File: src/cfg_pkg.sv
package cfg_pkg;
   localparam logic [5:0] IDX_MODE = 6'h02;
   localparam logic [5:0] IDX_CLOCK = 6'h03;
   localparam logic [5:0] IDX_GAIN = 6'h04;
   localparam logic [5:0] IDX_RSVD = 6'h05;
   localparam logic [5:0] IDX_IRQ_STAT = 6'h10;
   localparam logic [5:0] IDX_IRQ_MASK = 6'h11;
   localparam logic [15:0] CLOCK_RST = 16'h030E;
   localparam logic [15:0] GAIN_RST = 16'h0000;
   localparam logic [3:0] MODE_RST = 4'h0;
   localparam logic [15:0] CLOCK_MASK = 16'h033F;
   localparam logic [15:0] GAIN_MASK = 16'h0077;
   localparam int CLK_B_EN_BIT = 9;
   localparam int CLK_A_EN_BIT = 8;
   localparam int CLK_FAST_BIT = 5;
   localparam int CLK_OSR_LSB = 2;
   localparam int CLK_PWR_LSB = 0;
   localparam int GAIN_B_LSB = 4;
   localparam int GAIN_A_LSB = 0;
   localparam int MODE_FMT_BIT = 0;
   localparam int MODE_HIZ_BIT = 1;
   localparam int MODE_SEL_LSB = 2;
   localparam logic [1:0] SRC_LAG = 2'h0;
   localparam logic [1:0] SRC_OR = 2'h1;
   localparam logic [1:0] PWR_VLP = 2'h0;
   localparam logic [1:0] PWR_LP = 2'h1;
   localparam logic [1:0] PWR_HR = 2'h2;
   localparam logic [1:0] RESP_OKAY = 2'h0;
   localparam logic [1:0] RESP_SLVERR = 2'h2;
   localparam logic [13:0] OSR_FAST = 14'h0040;
   localparam int CLK_PERIOD_NS = 50;
   localparam int PULSE_TIME_NS = 200;
   localparam int PULSE_CYCLES = (PULSE_TIME_NS + CLK_PERIOD_NS - 1) / CLK_PERIOD_NS;

   function automatic logic [13:0] osr_ratio(input logic fast, input logic [2:0] code);
      logic [13:0] r;
      r = OSR_FAST;
      if (!fast) begin
         unique case (code)
            3'h0: r = 14'h0080;
            3'h1: r = 14'h0100;
            3'h2: r = 14'h0200;
            3'h3: r = 14'h0400;
            3'h4: r = 14'h0800;
            3'h5: r = 14'h1000;
            3'h6: r = 14'h2000;
            3'h7: r = 14'h3F80;
         endcase
      end
      return r;
   endfunction

   function automatic logic [7:0] gain_value(input logic [2:0] code);
      return 8'h01 << code;
   endfunction
endpackage

File: src/sync2.sv
`timescale 1ns/100ps
module sync2 #(
   parameter int W = 1
) (
   input wire logic clk,
   input wire logic rst_n,
   input wire logic [W-1:0] d,
   output logic [W-1:0] q
);
   typedef struct packed {
      logic [W-1:0] meta;
      logic [W-1:0] held;
   } sync_t;
   sync_t s, next_s;

   always_comb begin
      next_s.meta = d;
      next_s.held = s.meta;
   end

   always_ff @(posedge clk or negedge rst_n) begin
      if (!rst_n) begin
         s <= '0;
      end else begin
         s <= next_s;
      end
   end

   assign q = s.held;
endmodule

File: src/ready_pulse.sv
`timescale 1ns/100ps
module ready_pulse #(
   parameter int CYCLES = cfg_pkg::PULSE_CYCLES
) (
   input wire logic clk,
   input wire logic rst_n,
   input wire logic start,
   output logic busy
);
   typedef struct packed {
      logic [7:0] count;
   } pulse_t;
   pulse_t s, next_s;

   // Counts down the fixed low time; a start while busy is ignored
   always_comb begin
      next_s = s;
      if (s.count != 8'h00) begin
         next_s.count = s.count - 8'h01;
      end else if (start) begin
         next_s.count = 8'(CYCLES);
      end
   end

   always_ff @(posedge clk or negedge rst_n) begin
      if (!rst_n) begin
         s <= '0;
      end else begin
         s <= next_s;
      end
   end

   assign busy = (s.count != 8'h00);
endmodule

File: src/adc_clock_gain_sample_ready_pin_config.sv
// Chosen here: the AXI4-Lite slave port.
`timescale 1ns/100ps
module adc_clock_gain_sample_ready_pin_config (
   input wire logic CLK,
   input wire logic RESET_N,
   input wire logic [7:0] AWADDR,
   input wire logic AWVALID,
   output logic AWREADY,
   input wire logic [31:0] WDATA,
   input wire logic [3:0] WSTRB,
   input wire logic WVALID,
   output logic WREADY,
   output logic [1:0] BRESP,
   output logic BVALID,
   input wire logic BREADY,
   input wire logic [7:0] ARADDR,
   input wire logic ARVALID,
   output logic ARREADY,
   output logic [31:0] RDATA,
   output logic [1:0] RRESP,
   output logic RVALID,
   input wire logic RREADY,
   input wire logic CONV_DONE_A,
   input wire logic CONV_DONE_B,
   input wire logic DATA_READ,
   output logic SAMPLE_READY_PIN_O,
   output logic SAMPLE_READY_PIN_OE_N,
   output logic CHAN_A_ENABLE,
   output logic CHAN_B_ENABLE,
   output logic [13:0] OVERSAMPLE_RATIO,
   output logic [1:0] POWER_MODE,
   output logic [7:0] CHAN_A_GAIN,
   output logic [7:0] CHAN_B_GAIN,
   output logic IRQ
);
   typedef enum logic [2:0] {
      PIN_IDLE = 3'b001,
      PIN_ACTIVE = 3'b010,
      PIN_SPENT = 3'b100
   } pin_state_t;

   typedef struct packed {
      logic [15:0] clock_reg;
      logic [15:0] gain_reg;
      logic [3:0] mode_reg;
      logic [1:0] pend;
      logic leader;
      logic read_seen;
      logic [1:0] irq_stat;
      logic [1:0] irq_mask;
      pin_state_t pin_st;
      logic pin_o;
      logic pin_oe_n;
      logic irq;
      logic aw_hold;
      logic [5:0] aw_idx;
      logic w_hold;
      logic [15:0] wdata;
      logic [1:0] wstrb;
      logic aw_rdy;
      logic w_rdy;
      logic bvalid;
      logic [1:0] bresp;
      logic ar_rdy;
      logic rvalid;
      logic [1:0] rresp;
      logic [15:0] rdata;
      logic a_en;
      logic b_en;
      logic [13:0] osr;
      logic [1:0] pwr;
      logic [7:0] gain_a;
      logic [7:0] gain_b;
   } state_t;

   state_t s, next_s;
   logic read_sync;
   logic pulse_busy;
   logic pulse_start;
   logic [1:0] en;
   logic [1:0] live;
   logic cond;
   logic wr_fire;
   logic [5:0] ar_idx;

   ////////////////////////////////////////////////////////////////////////////
   // Helpers

   sync2 #(.W(1)) u_read_sync (
      .clk(CLK),
      .rst_n(RESET_N),
      .d(DATA_READ),
      .q(read_sync)
   );

   ready_pulse #(.CYCLES(cfg_pkg::PULSE_CYCLES)) u_pulse (
      .clk(CLK),
      .rst_n(RESET_N),
      .start(pulse_start),
      .busy(pulse_busy)
   );

   function automatic logic [15:0] merge(input logic [15:0] old, input logic [15:0] wd, input logic [1:0] strb);
      logic [15:0] r;
      r = old;
      if (strb[0]) begin
         r[7:0] = wd[7:0];
      end
      if (strb[1]) begin
         r[15:8] = wd[15:8];
      end
      return r;
   endfunction

   function automatic logic mapped(input logic [5:0] idx);
      return idx inside {cfg_pkg::IDX_MODE, cfg_pkg::IDX_CLOCK, cfg_pkg::IDX_GAIN, cfg_pkg::IDX_RSVD,
                         cfg_pkg::IDX_IRQ_STAT, cfg_pkg::IDX_IRQ_MASK};
   endfunction

   ////////////////////////////////////////////////////////////////////////////
   // Ready source

   assign en = {s.clock_reg[cfg_pkg::CLK_B_EN_BIT], s.clock_reg[cfg_pkg::CLK_A_EN_BIT]};
   assign live = s.pend & en;
   assign wr_fire = s.aw_hold && s.w_hold && !s.bvalid;
   assign ar_idx = ARADDR[7:2];

   always_comb begin
      unique case (s.mode_reg[cfg_pkg::MODE_SEL_LSB +: 2])
         cfg_pkg::SRC_LAG: cond = (live == en) && (en != 2'h0);
         cfg_pkg::SRC_OR: cond = (live != 2'h0);
         default: cond = live[s.leader];
      endcase
   end

   assign pulse_start = cond && (s.pin_st == PIN_IDLE) && s.mode_reg[cfg_pkg::MODE_FMT_BIT];

   ////////////////////////////////////////////////////////////////////////////
   // Next state

   always_comb begin
      logic [1:0] done;
      logic low;
      done = {CONV_DONE_B, CONV_DONE_A} & en;
      low = 1'b0;
      next_s = s;
      next_s.read_seen = read_sync;
      // A new sample wins over a read in the same cycle
      if (read_sync && !s.read_seen) begin
         next_s.pend = 2'h0;
      end
      next_s.pend = next_s.pend | done;
      if (live == 2'h0 && done != 2'h0) begin
         next_s.leader = !done[0];
      end
      next_s.irq_stat = s.irq_stat | done;

      unique case (s.pin_st)
         PIN_IDLE: if (cond) begin
            next_s.pin_st = PIN_ACTIVE;
         end
         PIN_ACTIVE: if (!cond) begin
            next_s.pin_st = PIN_IDLE;
         end else if (s.mode_reg[cfg_pkg::MODE_FMT_BIT]) begin
            next_s.pin_st = PIN_SPENT;
         end
         PIN_SPENT: if (!cond) begin
            next_s.pin_st = PIN_IDLE;
         end
      endcase
      low = s.mode_reg[cfg_pkg::MODE_FMT_BIT] ? (pulse_busy || pulse_start) : cond;
      next_s.pin_o = !low;
      next_s.pin_oe_n = low ? 1'b0 : s.mode_reg[cfg_pkg::MODE_HIZ_BIT];

      // Write channel
      if (AWVALID && s.aw_rdy) begin
         next_s.aw_hold = 1'b1;
         next_s.aw_idx = AWADDR[7:2];
      end
      if (WVALID && s.w_rdy) begin
         next_s.w_hold = 1'b1;
         next_s.wdata = WDATA[15:0];
         next_s.wstrb = WSTRB[1:0];
      end
      if (wr_fire) begin
         next_s.aw_hold = 1'b0;
         next_s.w_hold = 1'b0;
         next_s.bvalid = 1'b1;
         next_s.bresp = mapped(s.aw_idx) ? cfg_pkg::RESP_OKAY : cfg_pkg::RESP_SLVERR;
         unique case (s.aw_idx)
            cfg_pkg::IDX_CLOCK: next_s.clock_reg = merge(s.clock_reg, s.wdata, s.wstrb) & cfg_pkg::CLOCK_MASK;
            cfg_pkg::IDX_GAIN: next_s.gain_reg = merge(s.gain_reg, s.wdata, s.wstrb) & cfg_pkg::GAIN_MASK;
            cfg_pkg::IDX_MODE: if (s.wstrb[0]) begin
               next_s.mode_reg = s.wdata[3:0];
            end
            cfg_pkg::IDX_IRQ_MASK: if (s.wstrb[0]) begin
               next_s.irq_mask = s.wdata[1:0];
            end
            default: ;
         endcase
      end else if (s.bvalid && BREADY) begin
         next_s.bvalid = 1'b0;
      end

      // Read channel
      if (ARVALID && s.ar_rdy) begin
         next_s.rvalid = 1'b1;
         next_s.rresp = mapped(ar_idx) ? cfg_pkg::RESP_OKAY : cfg_pkg::RESP_SLVERR;
         unique case (ar_idx)
            cfg_pkg::IDX_CLOCK: next_s.rdata = s.clock_reg;
            cfg_pkg::IDX_GAIN: next_s.rdata = s.gain_reg;
            cfg_pkg::IDX_MODE: next_s.rdata = {12'h000, s.mode_reg};
            cfg_pkg::IDX_IRQ_MASK: next_s.rdata = {14'h0000, s.irq_mask};
            cfg_pkg::IDX_IRQ_STAT: begin
               next_s.rdata = {14'h0000, s.irq_stat};
               next_s.irq_stat = done;
            end
            default: next_s.rdata = 16'h0000;
         endcase
      end else if (s.rvalid && RREADY) begin
         next_s.rvalid = 1'b0;
      end

      next_s.aw_rdy = !next_s.aw_hold && !next_s.bvalid;
      next_s.w_rdy = !next_s.w_hold && !next_s.bvalid;
      next_s.ar_rdy = !next_s.rvalid;
      next_s.irq = (next_s.irq_stat & next_s.irq_mask) != 2'h0;

      // Decoded settings
      next_s.b_en = next_s.clock_reg[cfg_pkg::CLK_B_EN_BIT];
      next_s.a_en = next_s.clock_reg[cfg_pkg::CLK_A_EN_BIT];
      next_s.osr = cfg_pkg::osr_ratio(next_s.clock_reg[cfg_pkg::CLK_FAST_BIT],
                                      next_s.clock_reg[cfg_pkg::CLK_OSR_LSB +: 3]);
      unique case (next_s.clock_reg[cfg_pkg::CLK_PWR_LSB +: 2])
         2'h0: next_s.pwr = cfg_pkg::PWR_VLP;
         2'h1: next_s.pwr = cfg_pkg::PWR_LP;
         default: next_s.pwr = cfg_pkg::PWR_HR;
      endcase
      next_s.gain_b = cfg_pkg::gain_value(next_s.gain_reg[cfg_pkg::GAIN_B_LSB +: 3]);
      next_s.gain_a = cfg_pkg::gain_value(next_s.gain_reg[cfg_pkg::GAIN_A_LSB +: 3]);
   end

   always_ff @(posedge CLK or negedge RESET_N) begin
      if (!RESET_N) begin
         s <= '0;
         s.clock_reg <= cfg_pkg::CLOCK_RST;
         s.gain_reg <= cfg_pkg::GAIN_RST;
         s.mode_reg <= cfg_pkg::MODE_RST;
         s.pin_st <= PIN_IDLE;
         s.pin_o <= 1'b1;
         s.aw_rdy <= 1'b1;
         s.w_rdy <= 1'b1;
         s.ar_rdy <= 1'b1;
         s.a_en <= 1'b1;
         s.b_en <= 1'b1;
         s.osr <= 14'h0400;
         s.pwr <= cfg_pkg::PWR_HR;
         s.gain_a <= 8'h01;
         s.gain_b <= 8'h01;
      end else begin
         s <= next_s;
      end
   end

   ////////////////////////////////////////////////////////////////////////////
   // Outputs

   assign AWREADY = s.aw_rdy;
   assign WREADY = s.w_rdy;
   assign BVALID = s.bvalid;
   assign BRESP = s.bresp;
   assign ARREADY = s.ar_rdy;
   assign RVALID = s.rvalid;
   assign RRESP = s.rresp;
   assign RDATA = {16'h0000, s.rdata};
   assign SAMPLE_READY_PIN_O = s.pin_o;
   assign SAMPLE_READY_PIN_OE_N = s.pin_oe_n;
   assign CHAN_A_ENABLE = s.a_en;
   assign CHAN_B_ENABLE = s.b_en;
   assign OVERSAMPLE_RATIO = s.osr;
   assign POWER_MODE = s.pwr;
   assign CHAN_A_GAIN = s.gain_a;
   assign CHAN_B_GAIN = s.gain_b;
   assign IRQ = s.irq;
endmodule

File: config.mk
export PLATFORM = sky130hd
export DESIGN_NAME = adc_clock_gain_sample_ready_pin_config
export DESIGN_NICKNAME = d
export VERILOG_FILES = /design/src/cfg_pkg.sv /design/src/sync2.sv /design/src/ready_pulse.sv /design/src/adc_clock_gain_sample_ready_pin_config.sv
export SDC_FILE = /design/constraint.sdc
export NUM_CORES = 1
export LEC_CHECK = 0
export BUFFER_PORTS_ARGS = -buffer_cell sky130_fd_sc_hd__buf_2
export CORE_MARGIN = 2
export CORE_UTILIZATION = 46
export DETAILED_ROUTE_END_ITERATION = 16
export GPL_TIMING_DRIVEN = 0
export PLACE_DENSITY = 0.81
export SKIP_CTS_REPAIR_TIMING = 1
export SYNTH_ARGS = -nofsm -noshare
export SYNTH_HDL_FRONTEND = slang
export SYNTH_SLANG_ARGS = --single-unit
File: constraint.sdc
create_clock -name CLK -period 5.4 [get_ports CLK]
set_clock_uncertainty 0.1 [all_clocks]
set_input_delay 0.27 -clock CLK [delete_from_list [all_inputs] [get_ports CLK]]
set_output_delay 0.27 -clock CLK [all_outputs]
set_load 0.05 [all_outputs]
==> results of run 1 <==
==> layer usage <==
| layer | GRT usage | part of all wire | up-vias |
|---|---|---|---|
| met1 | 0.218 | 0.39 | 1675 |
| met2 | 0.304 | 0.51 | 135 |
| met3 | 0.0406 | 0.071 | 26 |
| li1 | - | - | 1687 |
| met5 | 0 | 0 | - |
| met4 | 0.0888 | 0.029 | 0 |
==> through the flow <==
stage          power [mW]  area, um2  hold slack (ns)
6_report             2.72       5880           0.0189
5_1_grt              2.87       5880           0.0235
2_1_floorplan        1.96       5050           -0.126
4_1_cts              2.73       5860           -0.226
3_3_place_gp         2.15       5620            0.242
3_5_place_dp         2.20       5650            0.172
==> layout make-up <==
type                       instances  area [um2]
fill                             893        4490
sequential                       102        2570
multi-input combinational        278        1840
buffer                            79         573
timing repair buffer              81         440
tap                              136         170
clock buffer                      10         128
clock inverter                     6        87.6
inverter                          18        67.6
==> power groups by stage <==
stage	clock network (mW)	registers (mW)	logic, mW
finish	0.517	1.24	0.956
global route	0.558	1.27	1.04
CTS	0.529	1.24	0.961
detailed placement	0	1.25	0.951
global placement	0	1.23	0.914
floorplan	0	1.25	0.700
==> cell families (layout without fill, tap and decap cells) <==
family	count (synthesis)	count (layout)
fa+ha+maj	6	6
other cells	1	31
buf+inv	97	194
xor+xnor	4	4
mux	45	45
flops	102	102
simple gates	133	133
compound gates	59	59
==> sequential cells by signal, summed over array words and instances (netlist names) <==
name and cells:
CHAN_A_GAIN 8, OVERSAMPLE_RATIO 7, WREADY 1, en 2, AWREADY 1, RDATA 9, u_read_sync.q 1, ARREADY 1
BVALID 1, CHAN_B_GAIN 8, u_pulse.s 8, u_read_sync.next_s 1, BRESP 1, SAMPLE_READY_PIN_O 1, RRESP 1, POWER_MODE 2
IRQ 1, RVALID 1, s 46, SAMPLE_READY_PIN_OE_N 1
==> worst paths after layout <==
kind	start	to	slack, ns	cells after the start
min in group asynchronous	RESET_N	CHAN_B_GAIN[2]	0.31	2
worst min-delay path	RREADY	RVALID	0.02	2
worst min register to register	u_read_sync.next_s[0]	u_read_sync.q	0.26	0
max in group asynchronous	RESET_N	ARREADY	4.16	3
worst max register to register	BVALID	OVERSAMPLE_RATIO[8]	2.70	9
worst max-delay path	BVALID	OVERSAMPLE_RATIO[8]	2.70	9
==> cell usage in the layout, fill, tap and decap left out, types with 2 or more instances in the layout <==
cell	count
sky130_fd_sc_hd__a31oi_1	9
sky130_fd_sc_hd__buf_2	78
sky130_fd_sc_hd__a222oi_1	2
sky130_fd_sc_hd__clkbuf_1	7
sky130_fd_sc_hd__nor3b_2	4
sky130_fd_sc_hd__or3_1	4
sky130_fd_sc_hd__nor2_1	35
sky130_fd_sc_hd__a22o_1	14
sky130_fd_sc_hd__o211ai_1	3
sky130_fd_sc_hd__mux2_2	34
sky130_fd_sc_hd__nand2b_1	7
sky130_fd_sc_hd__clkinvlp_4	3
sky130_fd_sc_hd__nand3b_1	2
sky130_fd_sc_hd__dfrtp_1	88
sky130_fd_sc_hd__mux2i_4	2
sky130_fd_sc_hd__buf_4	69
sky130_fd_sc_hd__conb_1	31
sky130_fd_sc_hd__nand2_1	33
sky130_fd_sc_hd__ha_1	6
sky130_fd_sc_hd__inv_1	16
sky130_fd_sc_hd__or4_4	2
sky130_fd_sc_hd__nand3_1	8
sky130_fd_sc_hd__nor4_1	5
sky130_fd_sc_hd__nor3b_1	4
sky130_fd_sc_hd__mux2i_1	9
sky130_fd_sc_hd__a21o_1	2
sky130_fd_sc_hd__a21oi_1	8
sky130_fd_sc_hd__bufinv_16	2
sky130_fd_sc_hd__xor2_1	3
sky130_fd_sc_hd__nand4_1	2
sky130_fd_sc_hd__nor3_1	7
sky130_fd_sc_hd__o21ai_0	16
sky130_fd_sc_hd__nor2b_1	8
sky130_fd_sc_hd__dfstp_2	14
sky130_fd_sc_hd__inv_2	2
sky130_fd_sc_hd__dlygate4sd3_1	2
sky130_fd_sc_hd__clkbuf_8	9
sky130_fd_sc_hd__and2_1	3
==> worst max-delay path, cell delays in order (launching register included) <==
cell and delay (ns):
sky130_fd_sc_hd__dfrtp_1 0.41, sky130_fd_sc_hd__and3b_1 0.21, sky130_fd_sc_hd__clkbuf_1 0.29, sky130_fd_sc_hd__nand4_1 0.32
sky130_fd_sc_hd__clkbuf_1 0.32, sky130_fd_sc_hd__mux2i_1 0.34, sky130_fd_sc_hd__inv_1 0.13, sky130_fd_sc_hd__ha_1 0.26
sky130_fd_sc_hd__mux2i_1 0.15, sky130_fd_sc_hd__nor2_1 0.06
==> results.rst, run 1 <==
.. list-table::
   :header-rows: 1

   * - Metric
     - Value
   * - Run status
     - completed
   * - Via density
     - 4.96
   * - Utilization after layout
     - 0.567
   * - Number of antenna violations at the first check in global routing
     - 0
   * - TritonCTS buffer count
     - 9
   * - CTS tree
     - yes
   * - Simple-gate share of the synthesized area
     - 0.142
   * - Ys Warns
     - 0
   * - Number of slew-limit violations in the final report
     - 0
   * - Cell area after synthesis
     - 4940 um2
   * - Highest achievable clock rate
     - 370 MHz
   * - Static Leakage
     - 3.03 nW
   * - Final Non-Filler Cells
     - 710
   * - Worst-case clock buffer depth
     - 2
   * - Count of buffers from port buffering
     - 78
   * - Clock insertion delay at the later pin of the skew report
     - 0.36 ns
   * - Layout cells sized above 1
     - 0.395
   * - Post-route antenna net violation count
     - 0
   * - Cell type contributing the most total cell area after synthesis
     - sky130_fd_sc_hd__dfrtp_1
   * - Number of synthesized flops with an enable pin
     - 0
   * - Hpwl dp
     - 7.44 mm
   * - Wire length of the first global-routing pass
     - 16.4 mm
   * - Seq pwr share
     - 0.458
   * - Worst supply voltage drop on vdd
     - 0.000276 V
   * - Worst slew margin relative to its limit
     - 0.573
   * - Initial DRC count
     - 155
   * - Setup TNS Final
     - 0 ns
   * - Worst path setup slack after routing
     - 2.70 ns
   * - RSZ-0062 raised after global routing
     - false
   * - Number of sinks on the clock net
     - 102
   * - Synthesized-area fraction occupied by xor and xnor cells
     - 0.00709
   * - Primary flip-flop cell chosen by synthesis mapping
     - sky130_fd_sc_hd__dfrtp_1
   * - Length of the first detailed-routing pass in iterations
     - 4
   * - Post-route fraction of the period consumed by the critical path
     - 0.500
   * - GPL Wtd Cong
     - 0.819
   * - Wire length per cell after detailed routing
     - 14.1 um
   * - Syn Inst Count
     - 447
   * - Maximum number of pins on one net before global-route repair
     - 67
   * - Final routed DRC violation total
     - 0
   * - P_int
     - 1.66 mW
   * - CP max FO
     - 10
   * - Worst endpoint data arrival time
     - 2.86 ns
   * - Main combinational cell family by area after synthesis
     - simple AND/OR/NAND/NOR gates
   * - Fraction of the mapped netlist area in compound gates
     - 0.0803
   * - Register area share after synthesis
     - 0.520
   * - Net Sw Frac
     - 0.390
   * - Post-synth cell types
     - 53
   * - Final setup violation count
     - 0
   * - Vias in the first global route
     - 3,557
   * - Worst Setup End Kind
     - flip-flop
   * - Crit Path Category
     - reg -> reg
   * - Power spent charging and discharging nets
     - 1.06 mW
   * - Type of the worst min-delay path
     - in -> reg
   * - Cell row count
     - 37
   * - Starting Density
     - 0.477
   * - Number of cells after detailed placement
     - 692
   * - Power per cell area
     - 462 nW/um2
   * - Antenna diode count
     - 0
   * - Overall die width
     - 108 um
   * - Post-synthesis mux area share
     - 0.105
   * - I/O pin count
     - 140
   * - Die extent in y
     - 108 um
   * - Transition time at the pin with the least slew margin
     - 0.636 ns
   * - Post-synthesis async set-or-reset flop share
     - 1.00
   * - Routed wire length
     - 10.0 mm
   * - Total number of vias
     - 3,523
   * - Post-synth top area share
     - 0.446
   * - Required @ worst endpoint
     - 5.55 ns
   * - Global router's overall resource usage
     - 0.181
   * - Clock transition at the registers of the reported paths
     - 0.09 ns
   * - Comb pwr share
     - 0.352
   * - Area growth from synthesis to layout
     - 19.0%
   * - Count of state elements after synthesis
     - 102
   * - Proportion of power drawn by the clock network
     - 0.190
   * - Maximum capacitance violations
     - 0
   * - Number of nets in the final layout
     - 637
   * - Setup slack after placement
     - 2.70 ns
   * - Die area
     - 11,600 um2
   * - Post-synth top cells
     - sky130_fd_sc_hd__dfrtp_1 (88), sky130_fd_sc_hd__buf_4 (68), sky130_fd_sc_hd__nor2_1 (35), sky130_fd_sc_hd__mux2_2 (34), sky130_fd_sc_hd__nand2_1 (33)
   * - H-tree depth
     - 3
   * - Root Buffer
     - sky130_fd_sc_hd__clkbuf_8
   * - Number of hold violations in the final report
     - 0
   * - Synthesized area per cell
     - 11.1 um2
   * - Period minus WS final
     - 2.70 ns
   * - Core area
     - 10,400 um2
   * - Grt total ovfl
     - 0
   * - Adder and majority gate portion of the synthesized area
     - 0.0152
   * - Type of element launching the critical path
     - flip-flop
   * - Count leader, synth
     - sky130_fd_sc_hd__dfrtp_1
   * - Cell types with the largest area share after synthesis
     - sky130_fd_sc_hd__dfrtp_1 (45%), sky130_fd_sc_hd__buf_4 (10%), sky130_fd_sc_hd__mux2_2 (7.7%)
Power figures use the tool's default switching activity.
==> inputs of run 2 (changes only) <==
- PLACE_DENSITY: 0.81 -> 0.84
- clock period: 5.4 -> 2.15 ns (I/O delays scaled with it)
==> run 2 against run 1 <==
Net effect:
- the run now ends with negative hold slack, negative setup slack left
- power rose to 2.7 times the previous value
- largest power group unchanged
- highest routed layer unchanged
- via count is 5.4% higher
- wire length up 13%
- critical endpoint is now u_pulse.s[2]
- maximum frequency is 24% higher
- design area grew 11%
- worst hold slack got worse by 0.035 ns
==> results.rst, run 2 (synthesis results as in run 1) <==
.. list-table::
   :header-rows: 1

   * - Metric
     - Value
   * - Run status
     - complete, but fails checks
   * - Violated checks
     - negative hold slack, negative setup slack
   * - Number of hold violations in the final report
     - 1
   * - CP max FO
     - 4
   * - Post-route antenna net violation count
     - 0
   * - Global router's overall resource usage
     - 0.178
   * - Number of sinks on the clock net
     - 102
   * - Power per cell area
     - 1130 nW/um2
   * - Core area
     - 10,400 um2
   * - TritonCTS buffer count
     - 9
   * - Top library cells by usage in the layout, fill and taps aside
     - sky130_fd_sc_hd__dfrtp_1 (86), sky130_fd_sc_hd__buf_4 (84), sky130_fd_sc_hd__buf_2 (77)
   * - Final routed DRC violation total
     - 0
   * - Worst slew margin relative to its limit
     - 0.547
   * - P_int
     - 4.42 mW
   * - Register area
     - 2570 um2
   * - Fill cell total of the finished layout
     - 801
   * - Hpwl dp
     - 7.51 mm
   * - Clock transition at the registers of the reported paths
     - 0.09 ns
   * - Final setup violation count
     - 2
   * - Register containing the most flip-flops in the final layout
     - s
   * - Antenna diode count
     - 0
   * - Worst-case clock buffer depth
     - 2
   * - Vias in the first global route
     - 3,465
   * - Number of slew-limit violations in the final report
     - 0
   * - Worst Setup End Kind
     - flip-flop
   * - Required @ worst endpoint
     - 2.31 ns
   * - HP Start
     - ARADDR[5]
   * - Clock insertion delay at the later pin of the skew report
     - 0.37 ns
   * - Total power
     - 7.37 mW
   * - Starting Density
     - 0.477
   * - Root Buffer
     - sky130_fd_sc_hd__clkbuf_8
   * - Routed wire length
     - 11.4 mm
   * - Cell row count
     - 37
   * - Total number of vias
     - 3,714
   * - Power spent charging and discharging nets
     - 2.95 mW
   * - Die area
     - 11,600 um2
   * - Comb pwr share
     - 0.394
   * - Transition time at the pin with the least slew margin
     - 0.675 ns
   * - Die extent in y
     - 108 um
   * - Overall die width
     - 108 um
   * - Setup slack after placement
     - -0.269 ns
   * - Number of cells after detailed placement
     - 692
   * - FF-to-FF Start
     - u_pulse.s[0]
   * - Area growth from synthesis to layout
     - 31.9%
   * - Worst hold margin
     - -0.0165 ns
   * - I/O pin count
     - 140
   * - Highest achievable clock rate
     - 460 MHz
   * - Count of buffers from port buffering
     - 78
   * - Type of element launching the critical path
     - flip-flop
   * - Worst supply voltage drop on vdd
     - 0.000786 V
   * - GPL Wtd Cong
     - 0.832
   * - Type of the worst min-delay path
     - in -> reg
   * - Via density
     - 4.96
   * - Period minus WS final
     - 2.18 ns
   * - Grt total ovfl
     - 0
   * - RSZ-0062 raised after global routing
     - true
   * - Footprint of the multi-input gates
     - 2090 um2
   * - Wire length per cell after detailed routing
     - 15.2 um
   * - Wire length of the first global-routing pass
     - 16.1 mm
   * - Post-route fraction of the period consumed by the critical path
     - 1.01
   * - Maximum capacitance violations
     - 0
   * - Number of antenna violations at the first check in global routing
     - 0
   * - Crit Path Category
     - reg -> reg
   * - H-tree depth
     - 3
   * - Net Sw Frac
     - 0.400
   * - Number of nets in the final layout
     - 676
   * - Proportion of power drawn by the clock network
     - 0.170
   * - Maximum number of pins on one net before global-route repair
     - 79
   * - CTS tree
     - yes
   * - Length of the first detailed-routing pass in iterations
     - 5
   * - Most common library cell in the layout ignoring fill and taps
     - sky130_fd_sc_hd__dfrtp_1
   * - Crit. Startpoint
     - u_pulse.s[0]
   * - Seq pwr share
     - 0.436
   * - Number of flip-flops under the largest register name
     - 46
   * - Worst endpoint data arrival time
     - 2.34 ns
   * - Layout cells sized above 1
     - 0.450
   * - Final Non-Filler Cells
     - 749
   * - Static Leakage
     - 3.26 nW
   * - Worst path setup slack after routing
     - -0.0259 ns
   * - Initial DRC count
     - 138
-- run 2: through the flow --
step | utilization | area (um2) | TNS [ns] | hold WS [ns]
floorplan | - | 5090 | -0.166 | -0.288
global placement | 0.545 | 5660 | -7.21 | 0.119
detailed placement | 0.548 | 5690 | -1.78 | -0.0618
CTS | 0.568 | 5890 | -2.51 | -0.479
global route | 0.629 | 6520 | -0.816 | 0.0114
finish | 0.629 | 6520 | -0.0413 | -0.0165
-- run 2: final timing paths --
check / end / slack, ns / cells past startpoint
setup / recovery: u_pulse.s[2] / -0.03 / 5
max in group asynchronous: s[122] / 1.15 / 3
setup reg to reg: u_pulse.s[2] / -0.03 / 5
hold reg to reg: u_read_sync.q / 0.26 / 0
hold / removal: RDATA[3] / -0.02 / 4
min in group asynchronous: CHAN_B_GAIN[3] / 0.09 / 2
-- run 2: layer usage --
| layer | track usage | part of all wire | up-vias |
|---|---|---|---|
| met5 | 0 | 0 | - |
| met4 | 0.0577 | 0.023 | 0 |
| met3 | 0.0599 | 0.051 | 20 |
| met2 | 0.306 | 0.54 | 102 |
| met1 | 0.210 | 0.39 | 1829 |
| li1 | - | - | 1763 |
-- run 2: power groups by stage --
stage / registers [mW] / clock network, mW / logic (mW)
2_1_floorplan: 3.16 / 0 / 1.79
3_3_place_gp: 3.10 / 0 / 2.32
3_5_place_dp: 3.15 / 0 / 2.43
4_1_cts: 3.12 / 1.28 / 2.45
5_1_grt: 3.28 / 1.37 / 3.09
6_report: 3.21 / 1.26 / 2.90
-- run 2: layout make-up --
cell class                 count  area share
multi-input combinational    278       0.320
tap                          136      0.0261
inverter                      18      0.0104
clock inverter                 5     0.00864
sequential                   102       0.395
clock buffer                  11      0.0232
buffer                        78      0.0914
timing repair buffer         121       0.126
-- run 2: critical path, cell delays in order, from the launching register on --
cell,delay (ns)
sky130_fd_sc_hd__dfrtp_1,0.42
sky130_fd_sc_hd__inv_2,0.11
sky130_fd_sc_hd__ha_4,0.14
sky130_fd_sc_hd__or4b_4,0.46
sky130_fd_sc_hd__or4_4,0.54
sky130_fd_sc_hd__mux2_2,0.30
==> inputs of run 3 (changes only) <==
- SYNTH_HIERARCHICAL: default -> 1
==> run 3 against run 2 <==
Net effect:
- the flow still finishes with violations (negative hold slack, negative setup slack)
- power decreased by 5.0%
- register-to-register slack hardly changed
- die area shrank 0.83%
- worst setup slack lost 0.0048 ns
- design area fell by 3.8%
- flip-flop and latch count unchanged
- via count fell by 5.0%
- worst hold slack got worse by 0.0047 ns
- sequential share of layout area up 1.5 points
- non-clock buffer count shrank 8
- critical endpoint is now CHAN_B_GAIN[2]
==> results.rst, run 3 <==
.. list-table::
   :header-rows: 1

   * - Metric
     - Value
   * - Wire length of the first global-routing pass
     - 16.1 mm
   * - Vias in the first global route
     - 3,348
   * - Number of hold violations in the final report
     - 2
   * - Post-synthesis async set-or-reset flop share
     - 1.00
   * - Routed wire length
     - 10.7 mm
   * - Number of synthesized flops with an enable pin
     - 0
   * - Count of state elements after synthesis
     - 102
   * - Number of sinks on the clock net
     - 102
   * - Number of nets in the final layout
     - 653
   * - Type of element launching the critical path
     - flip-flop
   * - Syn Inst Count
     - 435
   * - Setup slack after placement
     - -0.215 ns
   * - RSZ-0062 raised after global routing
     - true
   * - CTS tree
     - yes
   * - Crit Path Category
     - reg -> reg
   * - Top library cells by usage in the layout, fill and taps aside
     - sky130_fd_sc_hd__dfrtp_1 (87), sky130_fd_sc_hd__buf_4 (77), sky130_fd_sc_hd__buf_2 (77)
   * - Root Buffer
     - sky130_fd_sc_hd__clkbuf_8
   * - H-tree depth
     - 3
   * - Core area
     - 10,300 um2
   * - Initial DRC count
     - 236
   * - Most common library cell in the layout ignoring fill and taps
     - sky130_fd_sc_hd__dfrtp_1
   * - Worst supply voltage drop on vdd
     - 0.000882 V
   * - Placed Instance Area
     - 5640 um2
   * - Wire length per cell after detailed routing
     - 14.7 um
   * - Post-synth cell types
     - 54
   * - Post-route antenna net violation count
     - 0
   * - Worst path top cell family by delay
     - simple AND/OR/NAND/NOR gates
   * - Power per cell area
     - 1120 nW/um2
   * - Slowest cell on crit path
     - sky130_fd_sc_hd__or4_4
   * - Highest achievable clock rate
     - 459 MHz
   * - Area growth from synthesis to layout
     - 28.0%
   * - Run status
     - complete, but fails checks
   * - Maximum capacitance violations
     - 0
   * - Cell type contributing the most total cell area after synthesis
     - sky130_fd_sc_hd__dfrtp_1
   * - Global router's overall resource usage
     - 0.178
   * - Count leader, synth
     - sky130_fd_sc_hd__dfrtp_1
   * - Starting Density
     - 0.475
   * - Register containing the most flip-flops in the final layout
     - s
   * - Cell count of the worst reg-to-reg path
     - 5
   * - Worst flop-to-flop path endpoint
     - CHAN_B_GAIN[2]
   * - Worst hold margin
     - -0.0212 ns
   * - Number of flip-flops under the largest register name
     - 46
   * - Die area
     - 11,500 um2
   * - Die extent in y
     - 107 um
   * - Final setup violation count
     - 1
   * - Ys Warns
     - 6
   * - Clock insertion delay at the later pin of the skew report
     - 0.36 ns
   * - Layout cells sized above 1
     - 0.442
   * - Count of buffers from port buffering
     - 78
   * - Minimum setup slack among reg-to-reg paths
     - -0.03 ns
   * - Post-synth top cells
     - sky130_fd_sc_hd__dfrtp_1 (88), sky130_fd_sc_hd__buf_4 (68), sky130_fd_sc_hd__mux2_2 (35), sky130_fd_sc_hd__nor2_1 (35), sky130_fd_sc_hd__nand2_1 (28)
   * - Antenna diode count
     - 0
   * - I/O pin count
     - 140
   * - TritonCTS buffer count
     - 9
   * - Worst endpoint data arrival time
     - 2.33 ns
   * - Capture point of the worst path
     - CHAN_B_GAIN[2]
   * - Cell area after synthesis
     - 4900 um2
   * - Synthesized area per cell
     - 11.3 um2
   * - Maximum number of pins on one net before global-route repair
     - 77
   * - Overall die width
     - 107 um
   * - Type of the worst min-delay path
     - in -> reg
   * - Fill cell total of the finished layout
     - 791
   * - FF-to-FF Start
     - s[81]
   * - Post-route fraction of the period consumed by the critical path
     - 1.01
   * - Worst slew margin relative to its limit
     - 0.580
   * - Area of all placed cells without fillers
     - 6270 um2
   * - Cell-by-cell trace of the critical path
     - or2_2 -> or4_4 -> buf_4 -> a31oi_1 -> nor2_1
   * - Crit. Startpoint
     - s[81]
   * - Register area share after synthesis
     - 0.525
   * - Length of the first detailed-routing pass in iterations
     - 4
   * - CP max FO
     - 10
   * - Final routed DRC violation total
     - 0
   * - Grt total ovfl
     - 0
   * - Number of antenna violations at the first check in global routing
     - 0
   * - Static Leakage
     - 3.17 nW
   * - HP Start
     - BREADY
   * - Clock transition at the registers of the reported paths
     - 0.10 ns
   * - Post-synth top area share
     - 0.449
   * - Worst path setup slack after routing
     - -0.0308 ns
   * - Period minus WS final
     - 2.18 ns
   * - Via density
     - 4.85
   * - Critical Path Stages
     - 5
   * - Worst-case clock buffer depth
     - 2
   * - Cell types with the largest area share after synthesis
     - sky130_fd_sc_hd__dfrtp_1 (45%), sky130_fd_sc_hd__buf_4 (10%), sky130_fd_sc_hd__mux2_2 (8.0%)
   * - Cell row count
     - 37
   * - Hpwl dp
     - 7.43 mm
   * - Primary flip-flop cell chosen by synthesis mapping
     - sky130_fd_sc_hd__dfrtp_1
   * - Largest stage delay on the critical path
     - 0.60 ns
   * - Transition time at the pin with the least slew margin
     - 0.630 ns
   * - Number of buffers and inverters on the critical path
     - 1
   * - GPL Wtd Cong
     - 0.833
   * - Violated checks
     - negative hold slack, negative setup slack
   * - Required @ worst endpoint
     - 2.30 ns
   * - Total number of vias
     - 3,528
   * - Number of slew-limit violations in the final report
     - 0
   * - Worst Setup End Kind
     - flip-flop
==> run 3: cell types whose count changed after synthesis, sizes merged, moves of 3 or more <==
cell | previous run | this run
nand2b | 7 | 4
nand2 | 33 | 28
a22o | 14 | 5
nor4 | 5 | 2
o21ai | 16 | 12
inv | 18 | 14
a22oi | 0 | 4
mux2i | 11 | 17
or3 | 4 | 1
==> run 3: where the power goes <==
group	internal (mW)	switching, mW	leakage [nW]
Sequential	2.56	0.626	1.29
Clock	0.420	0.660	0.0902
Combinational	1.15	1.59	1.79
Total	4.12	2.88	3.17
==> run 3: cells by family (layout without fill, tap and decap cells) <==
family,count (synthesis),in the layout,synth area share
XOR/XNOR,3,3,0.00536
adder cells (fa/ha/maj),5,5,0.0128
flip-flops,102,102,0.525
AO/OA/AOI/OAI,53,53,0.0684
AND/OR/NAND/NOR,123,123,0.137
buffers and inverters,95,221,0.128
other,1,31,0.000765
multiplexers,53,53,0.123
==> run 3: how the worst min path moves through the flow <==
stage          depth (start not counted)  slack, ns                    end
6_report                               3      -0.02                AWREADY
5_1_grt                                3       0.01                AWREADY
4_1_cts                                1      -0.44         CHAN_A_GAIN[3]
3_5_place_dp                           1      -0.04         CHAN_A_GAIN[3]
3_3_place_gp                           1       0.13  u_read_sync/next_s[0]
2_1_floorplan                          0      -0.29               BRESP[1]
==> run 3: tightest hold or removal path: stages <==
cell	delay, ns
sky130_fd_sc_hd__buf_2	0.09
sky130_fd_sc_hd__nor2b_1	0.17
sky130_fd_sc_hd__nor3b_1	0.08
==> run 3: stage by stage <==
step           power [mW]  utilization  setup TNS, ns  std cells
2_1_floorplan        5.07            -              0        465
3_3_place_gp         5.55        0.544          -8.15        679
3_5_place_dp         5.71        0.547         -0.963        680
4_1_cts              6.77        0.563          -1.13        696
5_1_grt              7.38        0.608         -0.126        727
6_report             7.00        0.608        -0.0308        727
==> run 3: final cells by class <==
class / instances / area, um2 / area share
Buffer: 78 / 576 / 0.0917
Clock buffer: 10 / 128 / 0.0203
Clock inverter: 6 / 37.5 / 0.00598
Inverter: 14 / 52.6 / 0.00838
Multi-Input combinational cell: 268 / 1970 / 0.314
Sequential cell: 102 / 2570 / 0.410
Tap cell: 136 / 170 / 0.0271
Timing Repair Buffer: 113 / 768 / 0.122
==> run 3: per-layer routing <==
metal / up-vias / track usage / share of wire / wire length (um)
li1: 1680 / - / - / -
met1: 1706 / 0.220 / 0.42 / 4450
met2: 128 / 0.306 / 0.51 / 5480
met3: 14 / 0.0505 / 0.061 / 648
met4: 0 / 0.0519 / 0.012 / 133
met5: - / 0 / 0 / 0
